[src/jsub_pkg.sv]
package jsub_pkg;
  localparam int WORD_W = 16;
  localparam int ADDR_W = 15;
  localparam int OFS_W = 10;
  localparam int PAGE_W = ADDR_W - OFS_W;
  localparam int IND_BIT = 15;
  localparam int ZC_BIT = 10;
  localparam int OP_LSB = 11;
  localparam logic [3:0] OP_JUMP = 4'h5;
  localparam logic [3:0] OP_JSUB = 4'h3;
  localparam logic [WORD_W-1:0] HALT_MASK = 16'hffc0;
  localparam logic [WORD_W-1:0] HALT_CODE = 16'h8400;
  localparam logic [PAGE_W-1:0] PAGE_ZERO = 5'h00;
  localparam logic [ADDR_W-1:0] ADDR_RST = 15'h0000;
  localparam logic [ADDR_W-1:0] ADDR_ONE = 15'h0001;
  localparam logic [WORD_W-1:0] WORD_RST = 16'h0000;

  typedef enum logic [2:0] {
    ST_FETCH = 3'b001,
    ST_INDIRECT = 3'b010,
    ST_STORE = 3'b100
  } phase_e;
endpackage

[src/decode_if.sv]
`timescale 1ns/10ps
`default_nettype none
interface decode_if;
  import jsub_pkg::*;
  logic [WORD_W-1:0] instr;
  logic [ADDR_W-1:0] here;
  logic [ADDR_W-1:0] target;
  logic is_jump;
  logic is_jsub;
  logic is_halt;
  logic indirect;
  modport seq (output instr, output here, input target, input is_jump, input is_jsub,
    input is_halt, input indirect);
  modport dec (input instr, input here, output target, output is_jump, output is_jsub,
    output is_halt, output indirect);
endinterface
`default_nettype wire

[src/jump_subroutine_sequencer.sv]
`timescale 1ns/10ps
`default_nettype none
module jump_subroutine_sequencer
  import jsub_pkg::*;
(
  input wire logic clk,
  input wire logic rst,
  input wire logic single_step_btn,
  input wire logic load_address_btn,
  input wire logic run_btn,
  input wire logic halt_btn,
  input wire logic [WORD_W-1:0] switch_register,
  input wire logic [WORD_W-1:0] mem_rdata,
  output logic [ADDR_W-1:0] mem_addr,
  output logic [WORD_W-1:0] mem_wdata,
  output logic mem_we,
  output logic [ADDR_W-1:0] pc,
  output logic indirect_lamp,
  output logic run_lamp
);
  decode_if dif();

  ////////////////////////////////////////////////////////////////////////
  // Panel synchronisers and press detection
  logic [3:0] btn_s1_ff;
  logic [3:0] btn_s2_ff;
  logic [3:0] btn_prev_ff;
  logic [WORD_W-1:0] sw_s1_ff;
  logic [WORD_W-1:0] sw_s2_ff;
  wire [3:0] btn_raw;
  wire [3:0] btn_press;

  assign btn_raw = {halt_btn, run_btn, load_address_btn, single_step_btn};
  // Edge taken on second stage only; first stage is metastability guard
  assign btn_press = btn_s2_ff & ~btn_prev_ff;

  always_ff @(posedge clk)
  begin
    if (rst)
    begin
      btn_s1_ff <= 4'h0;
      btn_s2_ff <= 4'h0;
      btn_prev_ff <= 4'h0;
      sw_s1_ff <= WORD_RST;
      sw_s2_ff <= WORD_RST;
    end
    else
    begin
      btn_s1_ff <= btn_raw;
      btn_s2_ff <= btn_s1_ff;
      btn_prev_ff <= btn_s2_ff;
      sw_s1_ff <= switch_register;
      sw_s2_ff <= sw_s1_ff;
    end
  end

  ////////////////////////////////////////////////////////////////////////
  // Sequencer state
  phase_e phase_ff;
  phase_e nxt_phase;
  logic [ADDR_W-1:0] pc_ff;
  logic [ADDR_W-1:0] nxt_pc;
  logic [ADDR_W-1:0] m_ff;
  logic [ADDR_W-1:0] nxt_m;
  logic [WORD_W-1:0] t_ff;
  logic [WORD_W-1:0] nxt_t;
  logic run_ff;
  logic nxt_run;
  logic jsub_pend_ff;
  logic nxt_jsub_pend;

  wire step_press;
  wire load_press;
  wire run_press;
  wire stop_press;
  wire phase_go;
  wire load_take;
  wire run_take;
  wire stop_take;
  wire phase_take;
  wire [ADDR_W-1:0] pc_inc;
  wire [ADDR_W-1:0] m_inc;
  wire [ADDR_W-1:0] word_addr;
  wire word_indirect;

  assign step_press = btn_press[0];
  assign load_press = btn_press[1];
  assign run_press = btn_press[2];
  assign stop_press = btn_press[3];
  // Stepping is ignored while running so a press never adds a phase
  assign phase_go = run_ff | step_press;
  // Refused presses fall through, so the write strobe must follow the same priority
  assign load_take = load_press && !run_ff;
  assign run_take = run_press && !run_ff;
  assign stop_take = stop_press && run_ff;
  assign phase_take = phase_go && !load_take && !run_take && !stop_take;
  assign pc_inc = pc_ff + ADDR_ONE;
  assign m_inc = m_ff + ADDR_ONE;
  assign word_addr = mem_rdata[ADDR_W-1:0];
  assign word_indirect = mem_rdata[IND_BIT];

  assign dif.instr = mem_rdata;
  assign dif.here = m_ff;

  jump_decoder u_dec (
    .d(dif)
  );

  always_comb
  begin
    nxt_phase = phase_ff;
    nxt_pc = pc_ff;
    nxt_m = m_ff;
    nxt_t = t_ff;
    nxt_run = run_ff;
    nxt_jsub_pend = jsub_pend_ff;
    if (load_take)
    begin
      nxt_pc = sw_s2_ff[ADDR_W-1:0];
      nxt_m = sw_s2_ff[ADDR_W-1:0];
      nxt_phase = ST_FETCH;
      nxt_jsub_pend = 1'b0;
    end
    else if (run_take)
    begin
      nxt_run = 1'b1;
    end
    else if (stop_take)
    begin
      nxt_run = 1'b0;
    end
    else if (phase_go)
    begin
      case (phase_ff)
        ST_FETCH:
        begin
          nxt_t = mem_rdata;
          if ((dif.is_jump || dif.is_jsub) && dif.indirect)
          begin
            nxt_m = dif.target;
            nxt_jsub_pend = dif.is_jsub;
            nxt_phase = ST_INDIRECT;
          end
          else if (dif.is_jump)
          begin
            nxt_pc = dif.target;
            nxt_m = dif.target;
          end
          else if (dif.is_jsub)
          begin
            nxt_m = dif.target;
            nxt_t = {1'b0, pc_inc};
            nxt_phase = ST_STORE;
          end
          else
          begin
            nxt_pc = pc_inc;
            nxt_m = pc_inc;
            if (dif.is_halt)
            begin
              nxt_run = 1'b0;
            end
          end
        end
        ST_INDIRECT:
        begin
          nxt_t = mem_rdata;
          nxt_m = word_addr;
          if (word_indirect)
          begin
            // Chained address words: stay and follow the next level
            nxt_phase = ST_INDIRECT;
          end
          else if (jsub_pend_ff)
          begin
            nxt_t = {1'b0, pc_inc};
            nxt_jsub_pend = 1'b0;
            nxt_phase = ST_STORE;
          end
          else
          begin
            nxt_pc = word_addr;
            nxt_phase = ST_FETCH;
          end
        end
        ST_STORE:
        begin
          nxt_pc = m_inc;
          nxt_m = m_inc;
          nxt_phase = ST_FETCH;
        end
        default:
        begin
          nxt_phase = ST_FETCH;
        end
      endcase
    end
  end

  always_ff @(posedge clk)
  begin
    if (rst)
    begin
      phase_ff <= ST_FETCH;
      pc_ff <= ADDR_RST;
      m_ff <= ADDR_RST;
      t_ff <= WORD_RST;
      run_ff <= 1'b0;
      jsub_pend_ff <= 1'b0;
    end
    else
    begin
      phase_ff <= nxt_phase;
      pc_ff <= nxt_pc;
      m_ff <= nxt_m;
      t_ff <= nxt_t;
      run_ff <= nxt_run;
      jsub_pend_ff <= nxt_jsub_pend;
    end
  end

  ////////////////////////////////////////////////////////////////////////
  // Outputs
  // Return word was captured in T during fetch or the last indirect phase, so the write needs no adder here
  assign mem_we = phase_take && (phase_ff == ST_STORE);
  assign mem_wdata = t_ff;
  assign mem_addr = m_ff;
  assign pc = pc_ff;
  assign indirect_lamp = (phase_ff == ST_INDIRECT);
  assign run_lamp = run_ff;
endmodule
`default_nettype wire

[src/jump_decoder.sv]
`timescale 1ns/10ps
`default_nettype none
module jump_decoder
  import jsub_pkg::*;
(
  decode_if.dec d
);
  wire [3:0] opcode;
  wire current_page;
  wire [PAGE_W-1:0] page_sel;

  assign opcode = d.instr[OP_LSB+3:OP_LSB];
  assign current_page = d.instr[ZC_BIT];
  // Only two pages are reachable directly; anything else needs an address word
  assign page_sel = current_page ? d.here[ADDR_W-1:OFS_W] : PAGE_ZERO;
  assign d.target = {page_sel, d.instr[OFS_W-1:0]};
  assign d.is_jump = (opcode == OP_JUMP);
  assign d.is_jsub = (opcode == OP_JSUB);
  assign d.is_halt = ((d.instr & HALT_MASK) == HALT_CODE);
  assign d.indirect = d.instr[IND_BIT];
endmodule
`default_nettype wire

[config.mk]
export PLATFORM = sky130hd
export DESIGN_NAME = jump_subroutine_sequencer
export DESIGN_NICKNAME = d
export VERILOG_FILES = /design/src/jsub_pkg.sv /design/src/decode_if.sv /design/src/jump_subroutine_sequencer.sv /design/src/jump_decoder.sv
export SDC_FILE = /design/constraint.sdc
export NUM_CORES = 1
export LEC_CHECK = 0
export BUFFER_PORTS_ARGS = -buffer_cell sky130_fd_sc_hd__buf_2
export CAP_MARGIN = 20
export CORE_MARGIN = 3
export CORE_UTILIZATION = 50
export CTS_CLUSTER_DIAMETER = 30
export CTS_CLUSTER_SIZE = 25
export DETAILED_ROUTE_END_ITERATION = 8
export GPL_ROUTABILITY_DRIVEN = 1
export PLACE_DENSITY = 0.73
export SYNTH_ARGS = -nofsm -noshare
export SYNTH_HDL_FRONTEND = slang
export SYNTH_SLANG_ARGS = --single-unit
[constraint.sdc]
create_clock -name clk -period 2 [get_ports clk]
set_input_delay 0.1 -clock clk [delete_from_list [all_inputs] [get_ports clk]]
set_output_delay 0.1 -clock clk [all_outputs]
set_load 0.02 [all_outputs]
After elaboration in Yosys (flattened, before gate mapping)
Cells that the tools add are included.

Flip-flop bits (word level): 93. Bits of input ports: 38. Output and inout port bits: 49. Word-level logic and storage cells: 106.

Add/subtract/negate cells: 2. Equal/unequal tests: 19. Multiplexer cells: 42. Bitwise logic cells: 6. Reduce and logical (&&, ||, !) cells: 26.

Operators by type and width (count): 15-bit two-way mux (17); 15-bit one-hot mux with 3 select lines (2); 16-bit two-way mux (4); 16-bit one-hot mux with 2 select lines (1); 15-bit by 1-bit adder with 15-bit output (second input constant) (2); 3-bit two-way mux (5); 3-bit != test (second input constant) (4); 10-bit equality test (second input constant) (1); 1-bit two-way mux (10); 5-bit AND reduction (2); 3-bit nonzero test (3); 1-bit logical AND (8); 2-bit != test (second input constant) (4); 8-bit AND reduction (1); 7-bit AND reduction (1); 3-bit by 1-bit != test with 1-bit output (second input constant) (2); 3-bit by 2-bit != test with 1-bit output (second input constant) (2); 3-bit one-hot mux with 2 select lines (1); 6-bit AND reduction (1); 5-bit two-way mux (1); 4-bit bitwise AND (1); 4-bit by 2-bit equality test with 1-bit output (second input constant) (1); 4-bit by 3-bit equality test with 1-bit output (second input constant) (1); 1-bit logical NOT (4); other kinds (13) (16).

Longest topological paths before layout
Gate-level depths: netlist of the first run.

Depth in word-level cells: 9. Gate-level depth with buffers: 11. Gate-level depth less buffers: 7.

Hierarchy
Synthesis of the first run repeated with hierarchy kept, for this count alone.

Cells, all modules: 627. Area total of the unflattened synthesis: 5152.4 µm².

By module, submodules not included: jump_subroutine_sequencer (instances 1, cells each 606, area each 4987.3 µm², seq. area each 1861.8 µm²); jump_decoder (instances 1, cells each 21, area each 165.2 µm², seq. area each 0.0 µm²).

Worst setup path before layout of the first run
No wires, ideal clock.

Path type: reg-to-reg. Start point: register m_ff[0] (netlist: mem_addr[0]). End point: register m_ff[14] (netlist: mem_addr[14]). Setup time: 132 ps. Data arrival time: 1886 ps. Path slack: -18 ps. Stages on the path, launching flop included: 8. Cell sequence: dfxtp_1 -> ha_1 -> nand3_1 -> nor4_1 -> xor2_1 -> a221o_1 -> o221ai_1 -> a21oi_1.

Word-level cells in the longest chain between the ends: 6.

Ends and longest elaborated chain: start, declared (line jump_subroutine_sequencer.sv:63) `logic [ADDR_W-1:0] m_ff;`; start signal, assigned (line jump_subroutine_sequencer.sv:215) `m_ff <= nxt_m;`; 15-bit by 1-bit adder with 15-bit output (line jump_subroutine_sequencer.sv:98) `assign m_inc = m_ff + ADDR_ONE;`; 15-bit one-hot mux with 3 select lines (line jump_subroutine_sequencer.sv:134) `case (phase_ff)`; 15-bit two-way mux (line jump_subroutine_sequencer.sv:132) `else if (phase_go)`; 15-bit two-way mux (line jump_subroutine_sequencer.sv:128) `else if (stop_take)`; 15-bit two-way mux (line jump_subroutine_sequencer.sv:124) `else if (run_take)`; 15-bit two-way mux (line jump_subroutine_sequencer.sv:117) `if (load_take)`.

Every way passes these cells. The select of a mux whose other input is x is not followed. A chain may end at the register's enable or synchronous reset.

Worst setup path in the final report of the first run
Start point: register phase_ff[0]. End point: register pc_ff[7] (netlist: pc[7]).

Word-level cells in the longest chain between the ends: 6. Elaborated cells on any way between the ends: 14. Those cells by class: eq/ne: 7; mux: 5; reduce/logical: 2.

Ends and longest elaborated chain: start, declared (line jump_subroutine_sequencer.sv:59) `phase_e phase_ff;`; start signal, assigned (line jump_subroutine_sequencer.sv:213) `phase_ff <= nxt_phase;`; 3-bit equality test (tied with other cells) (line jump_subroutine_sequencer.sv:134); 15-bit one-hot mux with 3 select lines (line jump_subroutine_sequencer.sv:134); 15-bit two-way mux (line jump_subroutine_sequencer.sv:132); 15-bit two-way mux (line jump_subroutine_sequencer.sv:128); 15-bit two-way mux (line jump_subroutine_sequencer.sv:124); 15-bit two-way mux (line jump_subroutine_sequencer.sv:117); end signal, assigned (line jump_subroutine_sequencer.sv:214) `pc_ff <= nxt_pc;`; end, declared (line jump_subroutine_sequencer.sv:61) `logic [ADDR_W-1:0] pc_ff;`.

Several ways; a longest one is shown, not always the timed one. The select of a mux whose other input is x is not followed.

==> results of run 1 <==
-- per-layer routing --
layer,wire [µm],up-vias
met5,0,-
met4,325,0
met3,1490,30
met2,6820,259
met1,6400,2313
li1,-,2385
-- cell families after synthesis --
logic type | Yosys count | share of synthesized area, %
mux | 2 | 0.423
flops | 93 | 39.3
xor+xnor | 28 | 5.18
buf+inv | 50 | 4.99
compound gates | 161 | 24.0
fa+ha+maj | 2 | 0.528
simple gates | 234 | 25.5
-- how the worst max path moves through the flow --
stage / endpoint / start / cells after the start
after floorplan: pc[14] / pc[1] / 7
after global placement: mem_addr[8] / phase_ff[1] / 7
after detailed placement: pc[7] / phase_ff[0] / 6
after CTS: pc[0] / phase_ff[0] / 6
after global routing: pc[13] / pc[8] / 6
final: pc[7] / phase_ff[0] / 8
-- synth_stat cells, drive strengths merged (8+ instances only) --
| library cell | count | area [µm²] |
|---|---|---|
| nand2 | 52 | 195 |
| nor3 | 18 | 90.1 |
| o211ai | 9 | 67.6 |
| o21ai | 30 | 150 |
| nor2 | 50 | 188 |
| inv | 11 | 41.3 |
| a21oi | 45 | 225 |
| o221ai | 8 | 70.1 |
| clkbuf | 26 | 97.6 |
| a221oi | 9 | 78.8 |
| a211oi | 10 | 80.1 |
| nand3 | 21 | 105 |
| buf | 13 | 97.6 |
| o41ai | 9 | 116 |
| dfxtp | 93 | 1860 |
| xnor2 | 15 | 131 |
| xor2 | 13 | 114 |
| nor2b | 44 | 275 |
-- worst register-to-register path, stage by stage, from the launching register on --
cell and delay [ns]:
sky130_fd_sc_hd__dfxtp_4 0.38, sky130_fd_sc_hd__or3b_4 0.43, sky130_fd_sc_hd__buf_4 0.16, sky130_fd_sc_hd__o32ai_2 0.20
sky130_fd_sc_hd__or2_4 0.25, sky130_fd_sc_hd__a21o_4 0.18, sky130_fd_sc_hd__buf_4 0.13, sky130_fd_sc_hd__nand3b_1 0.10
sky130_fd_sc_hd__o41ai_2 0.07
-- metrics by stage --
stage / setup TNS [ns] / total power (W) / area, µm² / utilization, % / worst slack [ns]
final: 0 / 0.00439 / 6420 / 71.6 / 0.00483
after global routing: -0.116 / 0.00456 / 6420 / 71.6 / -0.0603
after CTS: -0.172 / 0.00435 / 6190 / 69.0 / -0.0599
after detailed placement: -0.674 / 0.00279 / 5730 / 63.9 / -0.122
after global placement: -0.158 / 0.00277 / 5730 / 63.9 / -0.0939
after floorplan: 0 / 0.00247 / 4740 / - / 0.0163
-- report_power, final --
group	total, W	internal [W]	switching, W
combinational	0.000841	0.000353	0.000489
clock	0.00155	0.000839	0.000707
sequential	0.00200	0.00194	0.0000546
total	0.00439	0.00314	0.00125
-- registers in the layout, indices dropped and copies added (netlist names) --
name	cells
sw_s1_ff	15
btn_prev_ff	4
pc	15
phase_ff	3
mem_wdata	16
btn_s2_ff	4
sw_s2_ff	15
mem_addr	15
jsub_pend_ff	1
btn_s1_ff	4
run_lamp	1
-- what timing repair did --
action                                  4_1_cts  5_1_grt
hold buffers                                 19        0
cloned                                        0        1
hold endpoints to repair                     19        0
endpoints found under the setup margin       20       32
resized for setup                             4       46
pin swaps                                     1       12
buffers inserted                              2        3
-- cell type report --
class,instances,area [µm²],area share [%]
Tap cell,126,158,2.45
Multi-Input combinational cell,428,2840,44.2
Timing Repair Buffer,185,1260,19.6
Inverter,11,41.3,0.643
Clock buffer,9,124,1.93
Clock inverter,6,119,1.85
Sequential cell,93,1880,29.3
==> summary by stage, run 1 <==
Outcome
The run finished with clean final reports.

Route
The routed length per instance is 17.5 µm. In the routed design, unresolved DRC markers number 0. The length of the first detailed-routing pass in iterations is 5. In the routed layout, each cell is associated on average with a via count of 5.81. The post-detailed-routing wire length is 15.0 mm. Once detail routing completed, the nets flagged for antenna violations numbered 0. The detailed router finished its first iteration with 569 violations.

The routed layout has 4987 vias.

Worst setup path
The worst setup path is of the reg -> reg kind. The nature of the critical path startpoint is a register. Setup slack on the worst reg-to-reg path comes out at 0.005 ns. The origin of the critical flop-to-flop path is phase_ff[0]. On the worst path, the slowest cell contributes a delay of 0.43 ns.

In this run the worst path has a maximum fanout of 6. At the worst endpoint, the arrival time is 2.26 ns. The worst register-to-register path ends at pc[7]. On the critical path, the stage with the largest delay is an instance of sky130_fd_sc_hd__or3b_4. Traced cell by cell, the critical path runs through or3b_4 > buf_4 > o32ai_2 > or2_4 > a21o_4 > buf_4 > nand3b_1 > o41ai_2. The most prevalent standard cell on the critical path is sky130_fd_sc_hd__buf_4.

The critical path buffer and inverter count is 2. The element type at the critical path end is a register. The family with the most delay on the worst path is simple AND/OR/NAND/NOR gates. The depth of the worst register-to-register path is 8. Data on the critical path is required at its endpoint by 2.27 ns.

Run
Across the run, the number of max-cap violations was 0.

Synthesis
The most common flop cell mapped by yosys is sky130_fd_sc_hd__dfxtp_1. Sequential elements use 39.3% of the synthesized area. In this run, synthesis produced a sequential element count of 93.

Counting flops with a built-in enable in the synthesized netlist gives 0. In this run the cell area of the synthesized design comes to 4740 µm². The post-synthesis area per instance is 8.31 µm².

The number of library cell types mapped by synthesis is 60. The Yosys step of the flow raised 0 warnings. For this run, asynchronously set or reset flops after synthesis account for 0%. The gate count of the mapped netlist is 570. The number of nets in the synthesized netlist is 610.

CTS
The H-tree depth is 3. The clock passes through at most 2 buffers. The tree is rooted in a sky130_fd_sc_hd__clkbuf_8. The clock latency on the worst-skew pair is 0.38 ns. Clock-pin slew was measured on the worst setup and hold paths at 0.11 ns. TritonCTS created 9 clock buffers. TritonCTS built the clock tree.

CTS saw 93 sinks.

GRT
The first global-routing pass estimated 22.8 mm of wire. The number of antenna violations at the first check in global routing was 0. For met2 alone, demand over resource in global routing was 42.9%. The global routing met3 resource utilization is 6.30%. Entering global routing, the biggest net connects 63 pins. The residual overflow from global routing is 0.

After global routing, the most crowded layer is met2. Global routing used 28.1% of the available tracks across all layers. The via count of the first global-routing pass came to 4496. For met1 alone, demand over resource in global routing was 39.7%.

STA
Setup repair after global routing could not meet its margin everywhere. The hold violation count in the final report is 0. Based on the critical path, the design can be clocked at up to 501 MHz. Headroom to the max-slew limit came out at 59.9%. The final number of max-transition violations is 0. For the finished layout, the period the worst path requires is 2.00 ns. The final clock period utilization by the worst path is 99.8%.

At the pin with the least slew margin, the transition time is 0.599 ns. Setup violations remaining at the end of the flow were counted as 0. The clock skew after layout is 0.0190 ns.

The final worst hold slack is 0.0278 ns.

Hold path
The capture endpoint of the worst hold path is mem_wdata[1]. The tightest min-delay check is of the in -> reg type. Counting instances, the worst hold path has a depth of 3. The start point of the worst min-delay path is mem_rdata[1].

Place
Routability-driven placement finished with a final weighted congestion of 0.939. After legalization and detailed placement, the total HPWL measured 10.8 mm. The number of port buffers is 85. The number of instances in the placed design is 818.

Power
The peak supply drop is 0.545 mV. Dividing total power by cell area gives a power density of 683 nW/µm². The leakage component of the power is 2.76 nW.

Floorplanning
The die width is 103 µm. The area of the die is 10700 µm². Once the floorplan was initialized, standard cells occupied 52.8% of the core. The die is 103 µm tall. The number of placement rows is 34. For this design the top-level I/O count stands at 87. The region available for standard cell placement spans 8980 µm².

Final layout
For this run, the number of standard cells in the final layout without fillers is 858. The share of post-route cells with drive strength above 1 is 32.2%. The top cell types in the final layout, fill and taps aside, are sky130_fd_sc_hd__buf_2 (85), sky130_fd_sc_hd__dfxtp_1 (80), sky130_fd_sc_hd__buf_4 (78). Leaving out fill and tap cells, the most frequent cell in the layout is sky130_fd_sc_hd__buf_2. The number of antenna cells inserted is 0. The net total in the final layout is 768. The area growth from synthesis to layout is 35.6%. The layout has 720 filler cells.
No activity file was read; power rests on OpenSTA's default activity.
==> inputs of run 2 (changes only) <==
- CORE_MARGIN: 3 -> 2
==> run 2 against run 1 <==
Combinational power down 2%. Clock-buffer cell count unchanged. Total power down 9.9%. Critical path depth down 2. Critical endpoint is now pc[0].
==> summary by stage, run 2 (synthesis results as in run 1) <==
Power
The peak supply drop was 0.463 mV (-15%). The post-layout total power is 0.00395 W (-9.9%). The leakage component of the power came to 2.72 nW (-1.5%).

The power density over the cells was 631 nW/µm² (-7.6%).

Place
The post-detailed-placement half-perimeter wirelength is 10.7 mm (-0.66%). The number of instances in the placed design is 805 (-1.6%). The number of port buffers came to 85 (unchanged). The cell area reported after detailed placement came to 5720 µm² (-0.28%). The post-placement setup slack was -0.0249 ns (+0.0967 ns). The routability congestion estimate was 0.947 (+0.84%).

GRT
The via count of the first global-routing pass came to 4487 (-0.20%). The largest net degree at the start of global routing came to 43 (-32%). The residual overflow from global routing came to 0 (unchanged). The number of antenna violations at the first check in global routing is 0 (unchanged). The global-route wire length before repair was 22.8 mm (+0.25%). The total routing usage reported by global routing is 28.4% (+0.31 points).

Route
The post-detailed-routing wire length is 14.3 mm (-4.7%). The iteration-0 DRC count of the detailed router came to 332 (-42%). The total vias in the final route came to 4814 (-3.5%). The length of the first detailed-routing pass in iterations was 5 (unchanged). The number of vias per cell is 5.70 (-1.9%). The count of unresolved DRC violations after routing is 0 (unchanged). The remaining antenna violation count after routing came to 0 (unchanged). The routed length per instance is 17.0 µm (-3.1%).

Final layout
The number of antenna cells inserted came to 0 (unchanged). The top cell types in the final layout, fill and taps aside, are sky130_fd_sc_hd__buf_2 (85), sky130_fd_sc_hd__dfxtp_1 (84), sky130_fd_sc_hd__buf_4 (80). The most common cell after layout, fill and taps aside is sky130_fd_sc_hd__buf_2. The flip-flop count of the largest register after layout came to 16 (unchanged). The cell area after layout is 6260 µm² (-2.5%).

The net total in the final layout is 769 (+0.13%). The non-filler instance count after layout is 844 (-1.6%). The share of post-route cells with drive strength above 1 is 30.6% (-1.7 points). The area overhead of the layout relative to synthesis is 32.3%.

Floorplanning
The total core area was 9200 µm² (+2.5%). The die width is 101 µm (-1.9%). The effective utilization at floorplan is 51.5% (-1.3 points). The area of the die is 10300 µm² (-3.8%). The number of placement rows is 35 (+2.9%). The count of boundary I/O pins is 87 (unchanged). The die height is 101 µm (-1.9%).

STA
The final clock period utilization by the worst path came to 99.1% (-0.68 points). The final worst hold slack is 0.0527 ns (+0.0249 ns). The final number of max-transition violations was 0 (unchanged). The maximum clock frequency is 505 MHz (+0.69%). The worst setup margin is 0.0185 ns (+0.0137 ns).

The time the worst path needs with I/O delays and setup is 1.98 ns (-0.0137 ns). Setup repair after global routing could not meet its margin everywhere. The hold violation count in the final report was 0 (unchanged). The number of failing setup endpoints in the final timing report is 0 (unchanged). The clock skew after layout is 0.0138 ns (-0.00523 ns). The headroom to the max-slew limit was 63.9% (+4.0 points). The worst-margin pin slew is 0.542 ns (-0.0579 ns).

Hold path
The tightest min-delay check is of the in -> reg type.

CTS
The H-tree depth is 3 (unchanged). The deepest clock path buffer count is 2 (unchanged). The post-CTS clock slew at the launch and capture registers of the worst setup and hold paths was 0.09 ns (-0.02 ns). The number of clock sinks is 93 (unchanged). The CTS tree is done.

The TritonCTS buffer count came to 9 (unchanged). The clock latency on the worst-skew pair is 0.36 ns (-0.02 ns). The CTS root buffer is sky130_fd_sc_hd__clkbuf_8.

Worst setup path
The element type at the critical path end is a register. STA classifies the critical path startpoint as a register. The critical path data arrival time is 2.26 ns (about the same). The required time reported for the critical path endpoint is 2.28 ns (about the same). The worst setup path is of the reg -> reg kind. The largest fanout on the critical path is 5 (-1).

Outcome
The run finished with clean final reports.

Run
The number of maximum-capacitance constraint violations is 0 (unchanged).
run 2: changes by cell type in the layout (fill, tap and decap cells not counted), sizes merged:
cell and delta:
bufinv -3, buf +2, clkinvlp +2, a21o -1
clkinv +1
run 2: stage by stage:
| step | TNS, ns | utilization, % |
|---|---|---|
| floorplan | 0 | - |
| global placement | 0 | 62.2 |
| detailed placement | -0.0249 | 62.2 |
| CTS | 0 | 66.4 |
| global route | -0.167 | 68.1 |
| finish | 0 | 68.1 |
run 2: final cells by class:
cell class / instances / area [µm²]
Clock buffer: 9 / 124
Sequential cell: 93 / 1870
Inverter: 11 / 41.3
Multi-Input combinational cell: 427 / 2770
Fill cell: 796 / 2930
Clock inverter: 6 / 46.3
Tap cell: 111 / 139
Timing Repair Buffer: 187 / 1270
run 2: where the power goes:
part | switching [W] | total, W | internal (W)
logic | 0.000471 | 0.000821 | 0.000350
registers | 0.0000506 | 0.00200 | 0.00195
clock network | 0.000681 | 0.00113 | 0.000454
total | 0.00120 | 0.00395 | 0.00275
run 2: per-layer routing:
| metal | global-route usage (%) | vias up | routed length [µm] |
|---|---|---|---|
| li1 | - | 2384 | - |
| met1 | 40.4 | 2187 | 6470 |
| met2 | 43.3 | 216 | 6370 |
| met3 | 5.66 | 27 | 1160 |
| met4 | 9.04 | 0 | 312 |
| met5 | 0 | - | 0 |
run 2: critical path: stages (launching register included):
cell and delay [ns]:
sky130_fd_sc_hd__dfxtp_1 0.39, sky130_fd_sc_hd__or3b_1 0.39, sky130_fd_sc_hd__o21a_1 0.15, sky130_fd_sc_hd__o41ai_2 0.48, sky130_fd_sc_hd__buf_4 0.23, sky130_fd_sc_hd__o221ai_1 0.12, sky130_fd_sc_hd__a21oi_1 0.15
run 2: worst paths after layout:
path	startpoint	end	slack [ns]	cells after the start
max	phase_ff[0]	pc[0]	0.02	6
min	mem_rdata[1]	mem_wdata[1]	0.05	3
max reg2reg	phase_ff[0]	pc[0]	0.02	6
min reg2reg	sw_s1_ff[7]	sw_s2_ff[7]	0.44	1
run 2: timing repair:
item                                    4_1_cts  5_1_grt
hold buffers                                 19        0
cloned                                        0        0
pin swaps                                     1        8
hold endpoints to repair                     19        0
setup buffers                                 2        3
resized for setup                             3       31
endpoints found under the setup margin        5       28
==> inputs of run 3 (changes only) <==
- PLACE_DENSITY: 0.73 -> 0.79
==> run 3 against run 2 <==
Worst setup slack better by 0.0062 ns. Sequential power hardly changed. Cell count is 0.36% higher. Sequential cell count stayed put. Global-route usage is 0.71 points lower. Highest routed layer unchanged. First-iteration DRC count is 47% higher. Non-clock buffer count is 2 higher. Register-to-register slack hardly changed.
==> summary by stage, run 3 (synthesis results as in run 1) <==
Floorplanning
The number of placement rows is 35 (unchanged). The area of the die was 10300 µm² (unchanged). The die height came to 101 µm (unchanged). The die width is 101 µm (unchanged). The total core area was 9200 µm² (unchanged). The effective utilization at floorplan is 51.5% (unchanged).

The count of boundary I/O pins is 87 (unchanged).

STA
The worst-margin pin slew is 0.594 ns (+0.0529 ns). The number of failing setup endpoints in the final timing report was 0 (unchanged). The final clock period utilization by the worst path is 98.8% (-0.31 points).

The sum of negative setup slack is 0 ns (unchanged). The final number of max-transition violations is 0 (unchanged). The clock skew after layout is 0.0153 ns (+0.00151 ns). The headroom to the max-slew limit is 60.2% (-3.7 points). The time the worst path needs with I/O delays and setup is 1.98 ns (-0.00621 ns). The hold violation count in the final report is 0 (unchanged). Setup repair after global routing could not meet its margin everywhere. The maximum clock frequency came to 506 MHz (+0.31%).

Power
The leakage component of the power is 2.72 nW (about the same). The post-layout total power is 0.00402 W (+1.7%). The power density over the cells is 638 nW/µm² (+1.1%). The peak supply drop is 0.396 mV (-15%).

Final layout
The number of antenna cells inserted came to 0 (unchanged). The share of post-route cells with drive strength above 1 is 30.6% (about the same). The flip-flop count of the largest register after layout is 16 (unchanged).

The final core utilization is 68.5% (+0.42 points). The area overhead of the layout relative to synthesis is 33.1%. Leaving out fill and tap cells, the most frequent cell in the layout is sky130_fd_sc_hd__dfxtp_1. In the layout the commonest cells are sky130_fd_sc_hd__dfxtp_1 (88), sky130_fd_sc_hd__buf_2 (85), sky130_fd_sc_hd__buf_4 (82). The net total in the final layout is 771 (+0.26%). The non-filler instance count after layout came to 847 (+0.36%).

GRT
The global-route wire length before repair is 22.2 mm (-3.0%). The largest net degree at the start of global routing is 36 (-16%). The residual overflow from global routing was 0 (unchanged). The via count of the first global-routing pass came to 4426 (-1.4%). The total routing usage reported by global routing is 27.7% (-0.71 points). The number of antenna violations at the first check in global routing is 0 (unchanged).

Worst setup path
The type of the worst setup path is reg -> reg. Following the worst setup path forward leads to its endpoint at pc[7]. The origin of the critical flop-to-flop path is phase_ff[1]. The largest fanout on the critical path was 14 (+9).

The worst setup path is launched from a register. The required time reported for the critical path endpoint is 2.27 ns (about the same). The internal reg-to-reg setup slack is 0.02 ns (about the same).

STA classifies the critical path endpoint as a register. The endpoint identified for the worst register-to-register timing path is pc[7]. The critical path data arrival time is 2.24 ns (-0.02 ns).

The depth of the worst register-to-register path was 6 (unchanged). The launching instance or port of the critical path is phase_ff[1].

CTS
The clock latency on the worst-skew pair was 0.38 ns (+0.02 ns). The deepest clock path buffer count is 2 (unchanged). The TritonCTS buffer count was 9 (unchanged).

The post-CTS clock slew at the launch and capture registers of the worst setup and hold paths is 0.10 ns (about the same). The H-tree depth was 3 (unchanged). The number of clock sinks is 93 (unchanged). The CTS tree is done. Clock tree synthesis selected as its root buffer the cell sky130_fd_sc_hd__clkbuf_8.

Route
The iteration-0 DRC count of the detailed router is 489 (+47%). The total vias in the final route was 4881 (+1.4%). The remaining antenna violation count after routing is 0 (unchanged).

The length of the first detailed-routing pass in iterations is 5 (unchanged). The post-detailed-routing wire length is 14.0 mm (-2.4%). The routed length per instance was 16.5 µm (-2.7%). The count of unresolved DRC violations after routing was 0 (unchanged). The number of vias per cell came to 5.76 (+1.0%).

Place
The post-detailed-placement half-perimeter wirelength is 10.4 mm (-2.9%). The routability congestion estimate came to 0.977 (+3.1%). The number of instances in the placed design came to 809 (+0.50%).

The number of port buffers is 85 (unchanged).

Run
The number of maximum-capacitance constraint violations came to 0 (unchanged).

Hold path
In this run the worst hold path is classified as in -> reg.

Outcome
The run finished with clean final reports.
==> run 3: cell type report <==
cell class                 instances  area [µm²]
clock inverter                     6        56.3
multi-input combinational        427        2790
timing repair buffer             189        1280
fill                             742        2890
inverter                          11        41.3
clock buffer                      10         128
tap                              111         139
sequential                        93        1870
==> run 3: worst min path at each step <==
| stage | start | cells after the start | end |
|---|---|---|---|
| 6_report | mem_rdata[15] | 3 | mem_wdata[15] |
| 5_1_grt | mem_rdata[15] | 3 | mem_wdata[15] |
| 4_1_cts | mem_rdata[15] | 3 | mem_wdata[15] |
| 3_5_place_dp | switch_register[2] | 2 | sw_s1_ff[2] |
| 3_3_place_gp | switch_register[11] | 2 | sw_s1_ff[11] |
| 2_1_floorplan | single_step_btn | 1 | btn_s1_ff[0] |
==> run 3: metal layers <==
metal  global-route usage, %  up-vias  part of all wire (%)
met5                       0        -                     0
met4                    9.36        0                   2.1
met3                    4.28       24                   8.9
met2                    42.9      251                    45
met1                    39.3     2223                    44
li1                        -     2383                     -
==> run 3: metrics by stage <==
stage / worst slack (ns) / hold WS [ns] / cell area (µm²)
global route: -0.0575 / 0.0600 / 6300
floorplan: 0.0163 / 0.228 / 4740
finish: 0.0247 / 0.0513 / 6300
global placement: -0.0972 / 0.307 / 5750
detailed placement: -0.0421 / 0.312 / 5750
CTS: -0.0131 / 0.0446 / 6130
==> run 3: repair_timing <==
item                                    in CTS  in global routing
setup buffers                                0                  3
endpoints found under the setup margin       9                 30
hold buffers                                19                  0
gates resized for setup                      4                 31
endpoints found under the hold margin       19                  0
pin swaps                                    0                  7
==> run 3: power by group <==
group | total, W | leakage (nW) | internal, W | switching [W]
Sequential | 0.00200 | 0.763 | 0.00195 | 0.0000509
Combinational | 0.000816 | 1.87 | 0.000343 | 0.000474
Clock | 0.00121 | 0.0909 | 0.000479 | 0.000728
==> run 3: worst max-delay path, cell delays in order (launching register included) <==
cell	delay (ns)
sky130_fd_sc_hd__dfxtp_1	0.34
sky130_fd_sc_hd__or3b_4	0.28
sky130_fd_sc_hd__inv_2	0.08
sky130_fd_sc_hd__a22o_1	0.26
sky130_fd_sc_hd__or2_4	0.26
sky130_fd_sc_hd__a21o_4	0.28
sky130_fd_sc_hd__o41ai_1	0.35
